### config.mk
export PLATFORM = sky130hd
export DESIGN_NAME = slsp_packer
export DESIGN_NICKNAME = d
export VERILOG_FILES = /design/src/core/slsp_pkg.sv /design/src/core/slsp_fifo.sv /design/src/core/slsp_packer.sv
export SDC_FILE = /design/constraint.sdc
export NUM_CORES = 1
export LEC_CHECK = 0
export BUFFER_PORTS_ARGS = -buffer_cell sky130_fd_sc_hd__buf_2
export CORE_MARGIN = 1
export CORE_UTILIZATION = 35
export DETAILED_ROUTE_END_ITERATION = 8
export GPL_TIMING_DRIVEN = 0
export PLACE_DENSITY = 0.48
export SLEW_MARGIN = 0
export SYNTH_ARGS = -nofsm -noshare
export SYNTH_HDL_FRONTEND = slang
export SYNTH_HIERARCHICAL = 1
export SYNTH_SLANG_ARGS = --single-unit
### constraint.sdc
create_clock -name clock_i -period 7.84 [get_ports clock_i]
set_clock_uncertainty 0.2 [all_clocks]
set_input_delay 1.568 -clock clock_i [delete_from_list [all_inputs] [get_ports clock_i]]
set_output_delay 1.568 -clock clock_i [all_outputs]
set_load 0.02 [all_outputs]
### src/core/slsp_pkg.sv
// Package of types and constants for the serial link sample packer
// Overview of operation
// - Mode 1 lane 0: A0, zeros, A1 top
// - Mode 2: one octet per lane, A-D
// - Mode 3: four 9+1 bit samples/lane
// - Mode 4: three lanes, 12-bit split stream
// - Mode 5: two lanes, two octets each
// - Mode 6 packs exactly like mode 1
// - Mode 7: one octet per lane, A-D
// - Mode 8: two 9+3 bit samples/lane
// - Mode 9: eight lanes, two samples/channel
// - Mode 10: even lower lane, odd upper
// - MSB first, extra low bits zero
// - All tail bits driven zero
// - Lowest lanes used, upper ones powered down
package slsp_pkg;

   localparam int SLSP_CH        = 4;
   localparam int SLSP_LANES     = 8;
   localparam int SLSP_SW        = 9;
   localparam int SLSP_LANE_W    = 40;
   localparam int SLSP_MAX_SPC   = 8;
   localparam int SLSP_FIFO_D    = 16;

   localparam logic [3:0] SLSP_M1  = 4'h1;
   localparam logic [3:0] SLSP_M2  = 4'h2;
   localparam logic [3:0] SLSP_M3  = 4'h3;
   localparam logic [3:0] SLSP_M4  = 4'h4;
   localparam logic [3:0] SLSP_M5  = 4'h5;
   localparam logic [3:0] SLSP_M6  = 4'h6;
   localparam logic [3:0] SLSP_M7  = 4'h7;
   localparam logic [3:0] SLSP_M8  = 4'h8;
   localparam logic [3:0] SLSP_M9  = 4'h9;
   localparam logic [3:0] SLSP_M10 = 4'hA;

   typedef logic [SLSP_SW-1:0]     slsp_s_t;
   typedef logic [SLSP_LANE_W-1:0] slsp_lane_t;

   typedef struct packed {
      slsp_s_t [SLSP_CH-1:0] ch;
   } slsp_smp_t;

   typedef struct packed {
      slsp_lane_t [SLSP_LANES-1:0] lane;
   } slsp_frm_t;

   typedef struct packed {
      logic       ok;
      logic [3:0] lanes;
      logic [2:0] octets;
      logic [3:0] spc;
   } slsp_cfg_t;

   // Lanes, octets per lane and samples per channel for each mode
   function automatic slsp_cfg_t slsp_cfg(input logic [3:0] m);
      slsp_cfg_t c;
      c = '{ok: 1'b1, lanes: 4'h0, octets: 3'h0, spc: 4'h1};
      case (m)
         SLSP_M1, SLSP_M6: c = '{1'b1, 4'h6, 3'h2, 4'h2};
         SLSP_M2, SLSP_M7: c = '{1'b1, 4'h4, 3'h1, 4'h1};
         SLSP_M3:          c = '{1'b1, 4'h4, 3'h5, 4'h4};
         SLSP_M4:          c = '{1'b1, 4'h3, 3'h2, 4'h1};
         SLSP_M5:          c = '{1'b1, 4'h2, 3'h2, 4'h1};
         SLSP_M8:          c = '{1'b1, 4'h4, 3'h3, 4'h2};
         SLSP_M9:          c = '{1'b1, 4'h8, 3'h1, 4'h2};
         SLSP_M10:         c = '{1'b1, 4'h8, 3'h5, 4'h8};
         default:          c = '{1'b0, 4'h0, 3'h0, 4'h1};
      endcase
      return c;
   endfunction : slsp_cfg

endpackage : slsp_pkg

### src/core/slsp_fifo.sv
// Sample FIFO with registered read data
`timescale 1ns/1ps
module slsp_fifo #(
   parameter int W = 36,
   parameter int D = 16
) (
   // Clock and reset
   input  wire logic         clock_i,
   input  wire logic         nrst_i,
   // Write side
   input  wire logic         wr_valid_i,
   output wire logic         wr_ready_o,
   input  wire logic [W-1:0] wr_data_i,
   // Read side
   output wire logic         rd_valid_o,
   input  wire logic         rd_ready_i,
   output wire logic [W-1:0] rd_data_o
);
   localparam int AW = $clog2(D);

   logic [W-1:0]  mem [D];
   logic [AW-1:0] wp_r;
   logic [AW-1:0] rp_r;
   logic [AW:0]   cnt_r;
   logic          ov_r;
   logic [W-1:0]  od_r;

   wire full  = (cnt_r == (AW+1)'(D));
   wire empty = (cnt_r == '0);
   wire push  = wr_valid_i && !full;
   // Output stage refills when drained or empty
   wire pop   = !empty && (!ov_r || rd_ready_i);

   assign wr_ready_o = !full;
   assign rd_valid_o = ov_r;
   assign rd_data_o  = od_r;

   always_ff @(posedge clock_i)
   begin
      if (push)
         mem[wp_r] <= wr_data_i;
   end

   always_ff @(posedge clock_i or negedge nrst_i)
   begin
      if (!nrst_i)
      begin
         wp_r  <= '0;
         rp_r  <= '0;
         cnt_r <= '0;
         ov_r  <= 1'b0;
         od_r  <= '0;
      end
      else
      begin
         if (push)
            wp_r <= wp_r + 1'b1;
         if (pop)
         begin
            rp_r <= rp_r + 1'b1;
            od_r <= mem[rp_r];
         end
         if (pop)
            ov_r <= 1'b1;
         else if (rd_ready_i)
            ov_r <= 1'b0;
         cnt_r <= cnt_r + (AW+1)'(push) - (AW+1)'(pop);
      end
   end

endmodule : slsp_fifo

### src/core/slsp_packer.sv
// Transport-layer sample packer: samples in, lane frames out
`timescale 1ns/1ps
module slsp_packer (
   // Clock and reset
   input  wire logic                clock_i,
   input  wire logic                nrst_i,
   // Static configuration
   input  wire logic [3:0]          transport_mode_select_i,
   output wire logic                mode_ok_o,
   // Sample input, one sample per channel
   input  wire logic                in_valid_i,
   output wire logic                in_ready_o,
   input  wire slsp_pkg::slsp_smp_t in_smp_i,
   // Frame output
   output wire logic                frame_valid_o,
   input  wire logic                frame_ready_i,
   output wire slsp_pkg::slsp_frm_t frame_o,
   output wire logic [2:0]          octets_o,
   output wire logic [7:0]          lane_en_o
);
   import slsp_pkg::*;

   typedef enum logic {SLSP_COLLECT, SLSP_EMIT} slsp_st_t;

   // MSB first, pad bits low
   // Sample padded with one or three zero low bits
   function automatic logic [9:0] pad1(input slsp_s_t s);
      return {s, 1'b0};
   endfunction : pad1

   function automatic logic [11:0] pad3(input slsp_s_t s);
      return {s, 3'h0};
   endfunction : pad3

   // 8-bit transport keeps the top bits, left-justified octet
   function automatic slsp_lane_t oct(input slsp_s_t s);
      return {s[8:1], 32'h0};
   endfunction : oct

   // Four 9+1 bit samples fill five octets
   function automatic slsp_lane_t quad(input slsp_s_t a,
                                       input slsp_s_t b,
                                       input slsp_s_t c,
                                       input slsp_s_t d);
      return {pad1(a), pad1(b), pad1(c), pad1(d)};
   endfunction : quad

   // Four 12-bit padded samples as one 48-bit stream
   function automatic logic [47:0] trip(input slsp_s_t a,
                                        input slsp_s_t b,
                                        input slsp_s_t c,
                                        input slsp_s_t d);
      return {pad3(a), pad3(b), pad3(c), pad3(d)};
   endfunction : trip

   slsp_st_t                     st_r;
   slsp_st_t                     st_nxt;
   logic [3:0]                   idx_r;
   slsp_s_t [SLSP_CH-1:0][SLSP_MAX_SPC-1:0] smp_r;
   slsp_s_t [SLSP_CH-1:0][SLSP_MAX_SPC-1:0] smp_nxt;
   slsp_frm_t                    frm_r;
   slsp_cfg_t                    cfg;
   logic                         f_valid;
   logic                         f_ready;
   slsp_smp_t                    f_data;
   logic [47:0]                  t_ab;
   logic [47:0]                  t_cd;
   logic [47:0]                  t_m4;
   slsp_lane_t [SLSP_LANES-1:0]  f1;
   slsp_lane_t [SLSP_LANES-1:0]  f2;
   slsp_lane_t [SLSP_LANES-1:0]  f3;
   slsp_lane_t [SLSP_LANES-1:0]  f4;
   slsp_lane_t [SLSP_LANES-1:0]  f5;
   slsp_lane_t [SLSP_LANES-1:0]  f8;
   slsp_lane_t [SLSP_LANES-1:0]  f9;
   slsp_lane_t [SLSP_LANES-1:0]  f10;
   slsp_lane_t [SLSP_LANES-1:0]  fsel;
   logic [7:0]                   en_mask;

   // Back-pressure from the frame port reaches the source via the FIFO
   slsp_fifo #(
      .W ($bits(slsp_smp_t)),
      .D (SLSP_FIFO_D)
   ) u_fifo (
      .clock_i    (clock_i),
      .nrst_i     (nrst_i),
      .wr_valid_i (in_valid_i),
      .wr_ready_o (in_ready_o),
      .wr_data_i  (in_smp_i),
      .rd_valid_o (f_valid),
      .rd_ready_i (f_ready),
      .rd_data_o  (f_data)
   );

   assign cfg       = slsp_cfg(transport_mode_select_i);
   assign mode_ok_o = cfg.ok;
   assign octets_o  = cfg.octets;
   assign en_mask   = 8'(9'h0FF >> (4'h8 - cfg.lanes));
   assign lane_en_o = en_mask;

   // Unsupported modes never pop, so no sample is lost
   assign f_ready = (st_r == SLSP_COLLECT) && cfg.ok;
   wire take      = f_ready && f_valid;
   wire last      = (idx_r == cfg.spc - 4'h1);

   // Layouts see the sample taken this cycle, else the last one is lost
   always_comb
   begin
      smp_nxt = smp_r;
      if (take)
         for (int c = 0; c < SLSP_CH; c++)
            smp_nxt[c][idx_r[2:0]] = f_data.ch[c];
   end

   // split streams for modes 1 and 6
   assign t_ab = trip(smp_nxt[0][0], smp_nxt[0][1],
                      smp_nxt[1][0], smp_nxt[1][1]);
   assign t_cd = trip(smp_nxt[2][0], smp_nxt[2][1],
                      smp_nxt[3][0], smp_nxt[3][1]);
   // one sample per channel over three lanes
   assign t_m4 = trip(smp_nxt[0][0], smp_nxt[1][0],
                      smp_nxt[2][0], smp_nxt[3][0]);

   genvar g;
   generate
      for (g = 0; g < 3; g++)
      begin : g_trip
         assign f1[g]   = {t_ab[47-16*g -: 16], 24'h0};
         assign f1[g+3] = {t_cd[47-16*g -: 16], 24'h0};
         assign f4[g]   = {t_m4[47-16*g -: 16], 24'h0};
      end
      for (g = 0; g < SLSP_CH; g++)
      begin : g_ch
         assign f2[g]     = oct(smp_nxt[g][0]);
         assign f2[g+4]   = '0;
         assign f3[g]     = quad(smp_nxt[g][0], smp_nxt[g][1],
                                 smp_nxt[g][2], smp_nxt[g][3]);
         assign f3[g+4]   = '0;
         // two samples, three pad bits each
         assign f8[g]     = {pad3(smp_nxt[g][0]), pad3(smp_nxt[g][1]),
                             16'h0};
         assign f8[g+4]   = '0;
         assign f9[2*g]   = oct(smp_nxt[g][0]);
         assign f9[2*g+1] = oct(smp_nxt[g][1]);
         // even samples low lane, odd high
         assign f10[2*g]   = quad(smp_nxt[g][0], smp_nxt[g][2],
                                  smp_nxt[g][4], smp_nxt[g][6]);
         assign f10[2*g+1] = quad(smp_nxt[g][1], smp_nxt[g][3],
                                  smp_nxt[g][5], smp_nxt[g][7]);
      end
   endgenerate

   assign f1[7:6] = '0;
   assign f4[7:3] = '0;
   assign f5[0]   = {smp_nxt[0][0][8:1], smp_nxt[1][0][8:1], 24'h0};
   assign f5[1]   = {smp_nxt[2][0][8:1], smp_nxt[3][0][8:1], 24'h0};
   assign f5[7:2] = '0;

   // mode 6 reuses mode 1, mode 7 reuses mode 2
   wire m1  = (transport_mode_select_i == SLSP_M1) ||
              (transport_mode_select_i == SLSP_M6);
   wire m2  = (transport_mode_select_i == SLSP_M2) ||
              (transport_mode_select_i == SLSP_M7);
   wire m3  = (transport_mode_select_i == SLSP_M3);
   wire m4  = (transport_mode_select_i == SLSP_M4);
   wire m5  = (transport_mode_select_i == SLSP_M5);
   wire m8  = (transport_mode_select_i == SLSP_M8);
   wire m9  = (transport_mode_select_i == SLSP_M9);
   wire m10 = (transport_mode_select_i == SLSP_M10);

   assign fsel = m1 ? f1 : m2 ? f2 : m3 ? f3 : m4 ? f4 : m5 ? f5 :
                 m8 ? f8 : m9 ? f9 : m10 ? f10 : '0;

   assign st_nxt = (st_r == SLSP_COLLECT) ?
                   ((take && last) ? SLSP_EMIT : SLSP_COLLECT) :
                   (frame_ready_i ? SLSP_COLLECT : SLSP_EMIT);

   assign frame_valid_o = (st_r == SLSP_EMIT);
   assign frame_o       = frm_r;

   // Samples are stored per channel at the frame's sample index
   always_ff @(posedge clock_i or negedge nrst_i)
   begin
      if (!nrst_i)
         smp_r <= '0;
      else if (take)
         for (int c = 0; c < SLSP_CH; c++)
            smp_r[c][idx_r[2:0]] <= f_data.ch[c];
   end

   // cfg.spc transfers per frame, index restarts each frame
   always_ff @(posedge clock_i or negedge nrst_i)
   begin
      if (!nrst_i)
      begin
         st_r  <= SLSP_COLLECT;
         idx_r <= '0;
      end
      else
      begin
         st_r <= st_nxt;
         if (take)
            idx_r <= last ? 4'h0 : idx_r + 4'h1;
      end
   end

   // Frame register loads while collecting, holds during emit
   always_ff @(posedge clock_i or negedge nrst_i)
   begin
      if (!nrst_i)
         frm_r <= '0;
      else if (st_r == SLSP_COLLECT)
         frm_r.lane <= fsel;
   end
endmodule : slsp_packer

==> run_results.csv <==
group,metric,value,unit
run_status,outcome,"finished with violations",
run_status,failed_checks,"capacitance limit, slew limit",
yosys,post-synth-top-count-cell,"sky130_fd_sc_hd__dfrtp_1",
yosys,syn_avg_cell_area,15.8,µm²
yosys,synth_common_cells,"sky130_fd_sc_hd__dfrtp_1, sky130_fd_sc_hd__edfxtp_1, sky130_fd_sc_hd__nand2_1",
floorplanning,die_area,141000,µm²
worst_setup_path,critical_path.endpoint,"lane_en_o[2]",
placement,hpwlAfterDp,116,mm
worst_setup_path,crit_type,"in2out",
detailed_routing,vias,30421,
yosys,post_synth_num_cell_types,78,
floorplanning,placementRows,136,
sta,number_of_max_slew_violations_in_the_final_report,10,
power,worst_voltage_drop_across_the_vdd_grid,0.000176,V
placement,io_buffer_count,353,
floorplanning,initial_utilization,35.4,%
power,leakage,24.3,nW
cts,worst_setup_hold_path_clk_slew,0.06,ns
grt,grt_overflow_total,0,
worst_setup_path,timing.critical_path.arrival,4.87,ns
layout,count_of_fill_cells_added_during_filler_insertion,12674,
grt,first_global_vias,30668,
yosys,post_synth_inst_count,3088,
cts,cts_made_buffers,137,
yosys,netlist.area_leader.share,35.5,%
sta,final-setup-viol-count,0,
yosys,asyncSetResetFlopFracSynth,52.6,%
sta,clock.fmax,0.151,GHz
cts,ctsLongestPathBuffers,3,
cts,clock-root-buffer,"sky130_fd_sc_hd__clkbuf_16",
floorplanning,die_y,375,µm
worst_setup_path,worst_path_dominant_cell_family,"buffers and inverters",
worst_setup_path,worstPathCellList,"buf_2 > inv_1 > ha_1 > buf_2 > inv_1 > nor2_1 > clkbuf_1 > nor2_1 > ha_1 > inv_1 > a21oi_1 > buf_2",
yosys,dominant_synthesized_flop_cell,"sky130_fd_sc_hd__dfrtp_1",
detailed_routing,met2_wirelength,77.1,mm
yosys,yosys_register_bits,1216,
detailed_routing,wirelength_met1,72.2,mm
cts,ctsHtreeMaxLevel,4,
sta,rsz0062_at_grt,"false",
worst_setup_path,crit_path_max_cell_delay,0.85,ns
yosys,synth_edf_count,576,
power,power-per-cell-area,387,nW/µm²
worst_setup_path,cp.required,6.07,ns
yosys,ys_seq_area_share,68.4,%
min_path,hp-class,"reg2reg",
flow_run,drv_cap,1,
worst_setup_path,crit_path_top_delay_cell,"sky130_fd_sc_hd__nor2_1",
layout,post_route_insts_no_fill,5534,
grt,antenna_found_initial,9,
worst_setup_path,cp.buffers_inverters,7,
worst_setup_path,worst_r2r_endpoint,"u_fifo/cnt_r[4]",
worst_setup_path,rr_worst_depth,16,
layout,syn_to_final_growth,18.9,%
detailed_routing,drt-vias-per-instance,5.50,
layout,drive_above_1_share,28.1,%
sta,period_needed,6.64,ns
placement,place_congestion,0.975,
sta,timing.slew.headroom,-0.566,%
sta,timing.final.crit_share,84.7,%
floorplanning,die_width,375,µm
detailed_routing,routed_wl,166,mm
grt,grt_pass1_wl,236,mm
detailed_routing,detail_route.drc_violations,0,
yosys,yosysWarningCount,6,
worst_setup_path,worstSetupStartpointType,"primary input",
detailed_routing,dr.pass1.iters,5,
yosys,yosys.area.top_type,"sky130_fd_sc_hd__edfxtp_1",
yosys,post_syn_area,48700,µm²
worst_setup_path,cp-startpoint,"transport_mode_select_i[1]",
placement,placed_cells_incl_taps,5279,
worst_setup_path,worst-path-stages,12,
cts,post_cts_resized,0,
cts,clk_latency,0.79,ns
layout,final_nets,3690,
detailed_routing,route.met3.wl,9.83,mm
cts,post_cts_buffers,0,
floorplanning,top_level_ports,378,
detailed_routing,ant_nets,0,
detailed_routing,first_iter_violations,2693,
detailed_routing,dr.max_layer_used,"met5",
power,final_total_power,22.4,mW
min_path,hold_path.startpoint,"frame_o[12]",
worst_setup_path,critical_path.max_fanout,10,
grt,grt_start_max_net_pins,117,
worst_setup_path,critical_path.reg2reg.startpoint,"frame_valid_o",
yosys,post_synth_main_area_contributors,"sky130_fd_sc_hd__edfxtp_1, sky130_fd_sc_hd__dfrtp_1, sky130_fd_sc_hd__mux4_2",
floorplanning,fp.coreArea,138000,µm²
grt,grtUsageTotal,23.6,%
detailed_routing,wire_per_inst,30.0,µm
worst_setup_path,crit_path_end_kind,"output pin",
cts,cts_tree,"done",
cts,post_cts_hold_buffer_count,0,
worst_setup_path,reg2reg_setup_slack,3.17,ns
sta,max_slew.worst_pin.slew,1.51,ns
cts,number_of_clock_sinks,1216,
sta,final-hold-violation-count,0,
[cells in the final DEF, fill, tap and decap left out, types with 25 or more instances in the layout]
cell                          n
sky130_fd_sc_hd__a21oi_1     61
sky130_fd_sc_hd__a221o_1     94
sky130_fd_sc_hd__a221oi_2    30
sky130_fd_sc_hd__a22o_1      78
sky130_fd_sc_hd__a22oi_1     30
sky130_fd_sc_hd__buf_2      403
sky130_fd_sc_hd__buf_4       28
sky130_fd_sc_hd__clkbuf_1   157
sky130_fd_sc_hd__clkbuf_16  140
sky130_fd_sc_hd__clkbuf_8    26
sky130_fd_sc_hd__clkinv_2    25
sky130_fd_sc_hd__dfrtp_1    640
sky130_fd_sc_hd__edfxtp_1   576
sky130_fd_sc_hd__inv_1      151
sky130_fd_sc_hd__mux2_2     130
sky130_fd_sc_hd__mux2i_1    156
sky130_fd_sc_hd__mux4_2     144
sky130_fd_sc_hd__nand2_1    172
sky130_fd_sc_hd__nor2_1     121
sky130_fd_sc_hd__o21ai_0     89
sky130_fd_sc_hd__o221ai_1    34
sky130_fd_sc_hd__o22ai_1     62
[sequential cells by signal, indices dropped and copies added, names as in the netlist]
name,flops
u_fifo/mem,576
frame_o,297
smp_r,288
u_fifo/rd_data_o,36
u_fifo/cnt_r,5
idx_r,4
u_fifo/rp_r,4
u_fifo/wp_r,4
frame_valid_o,1
u_fifo/rd_valid_o,1
[logic make-up after synthesis]
family,count (synthesis),share of synthesized area [%]
DFF,1216,68.4
AOI/OAI and AO/OA,594,9.79
muxes,456,13.7
and+or+nand+nor,398,3.73
buffers and inverters,386,3.54
adders and majority gates,22,0.581
xor gates and xnor gates,15,0.270
other,1,0.00770
[layer usage]
layer	vias to the layer above	track usage [%]
met3	304	4.40
met2	1119	37.2
li1	12878	-
met5	-	0
met1	16110	32.0
met4	10	9.66
[worst min path at each step]
stage	end	slack, ns	cells after the start
after floorplan	smp_r[1]	0.24	2
after global placement	frame_o[13]	0.26	2
after detailed placement	frame_o[12]	0.26	2
after CTS	frame_o[12]	0.27	2
after global routing	smp_r[4]	0.30	2
final	frame_o[12]	0.27	2
[worst register-to-register path, stage by stage (launching register included)]
cell	delay [ns]
sky130_fd_sc_hd__dfrtp_1	0.39
sky130_fd_sc_hd__buf_2	0.20
sky130_fd_sc_hd__or2_2	0.32
sky130_fd_sc_hd__o32a_4	0.24
sky130_fd_sc_hd__inv_2	0.09
sky130_fd_sc_hd__buf_6	0.17
sky130_fd_sc_hd__clkbuf_1	0.65
sky130_fd_sc_hd__nand2b_1	0.49
sky130_fd_sc_hd__and2_4	0.24
sky130_fd_sc_hd__buf_2	0.32
sky130_fd_sc_hd__ha_1	0.19
sky130_fd_sc_hd__inv_1	0.04
sky130_fd_sc_hd__ha_1	0.20
sky130_fd_sc_hd__fa_1	0.44
sky130_fd_sc_hd__a21oi_1	0.17
sky130_fd_sc_hd__o21bai_1	0.09
sky130_fd_sc_hd__xnor2_1	0.13
[metrics by stage]
step                hold WS, ns  util (%)  worst slack [ns]  instance area, µm²   TNS, ns
global placement          0.260      38.3             -9.50               52800  -6018.28
CTS                       0.273      42.0              1.26               57900         0
floorplan                 0.241         -              2.47               48800         0
finish                    0.274      42.0              1.20               57900         0
detailed placement        0.258      38.7              1.27               53300         0
global route              0.296      42.0             0.979               57900         0
[where the power goes]
| part | leakage, nW | switching [mW] | internal (mW) |
|---|---|---|---|
| sequential | 13.4 | 0.955 | 8.01 |
| combinational | 8.67 | 4.55 | 2.41 |
| clock | 2.23 | 2.70 | 3.76 |
[final cells by class]
type	count	area, µm²	share of cell area (%)
clock inverters	52	556	0.960
clock buffers	200	3990	6.89
repair buffers	375	2270	3.92
well taps	1794	2240	3.88
flip-flops and latches	1216	33300	57.6
plain buffers	234	1150	1.99
multi-input cells	1508	13800	23.8
inverters	152	571	0.986
diodes	3	7.51	0.0130
No activity file was read; power rests on OpenSTA's default activity.
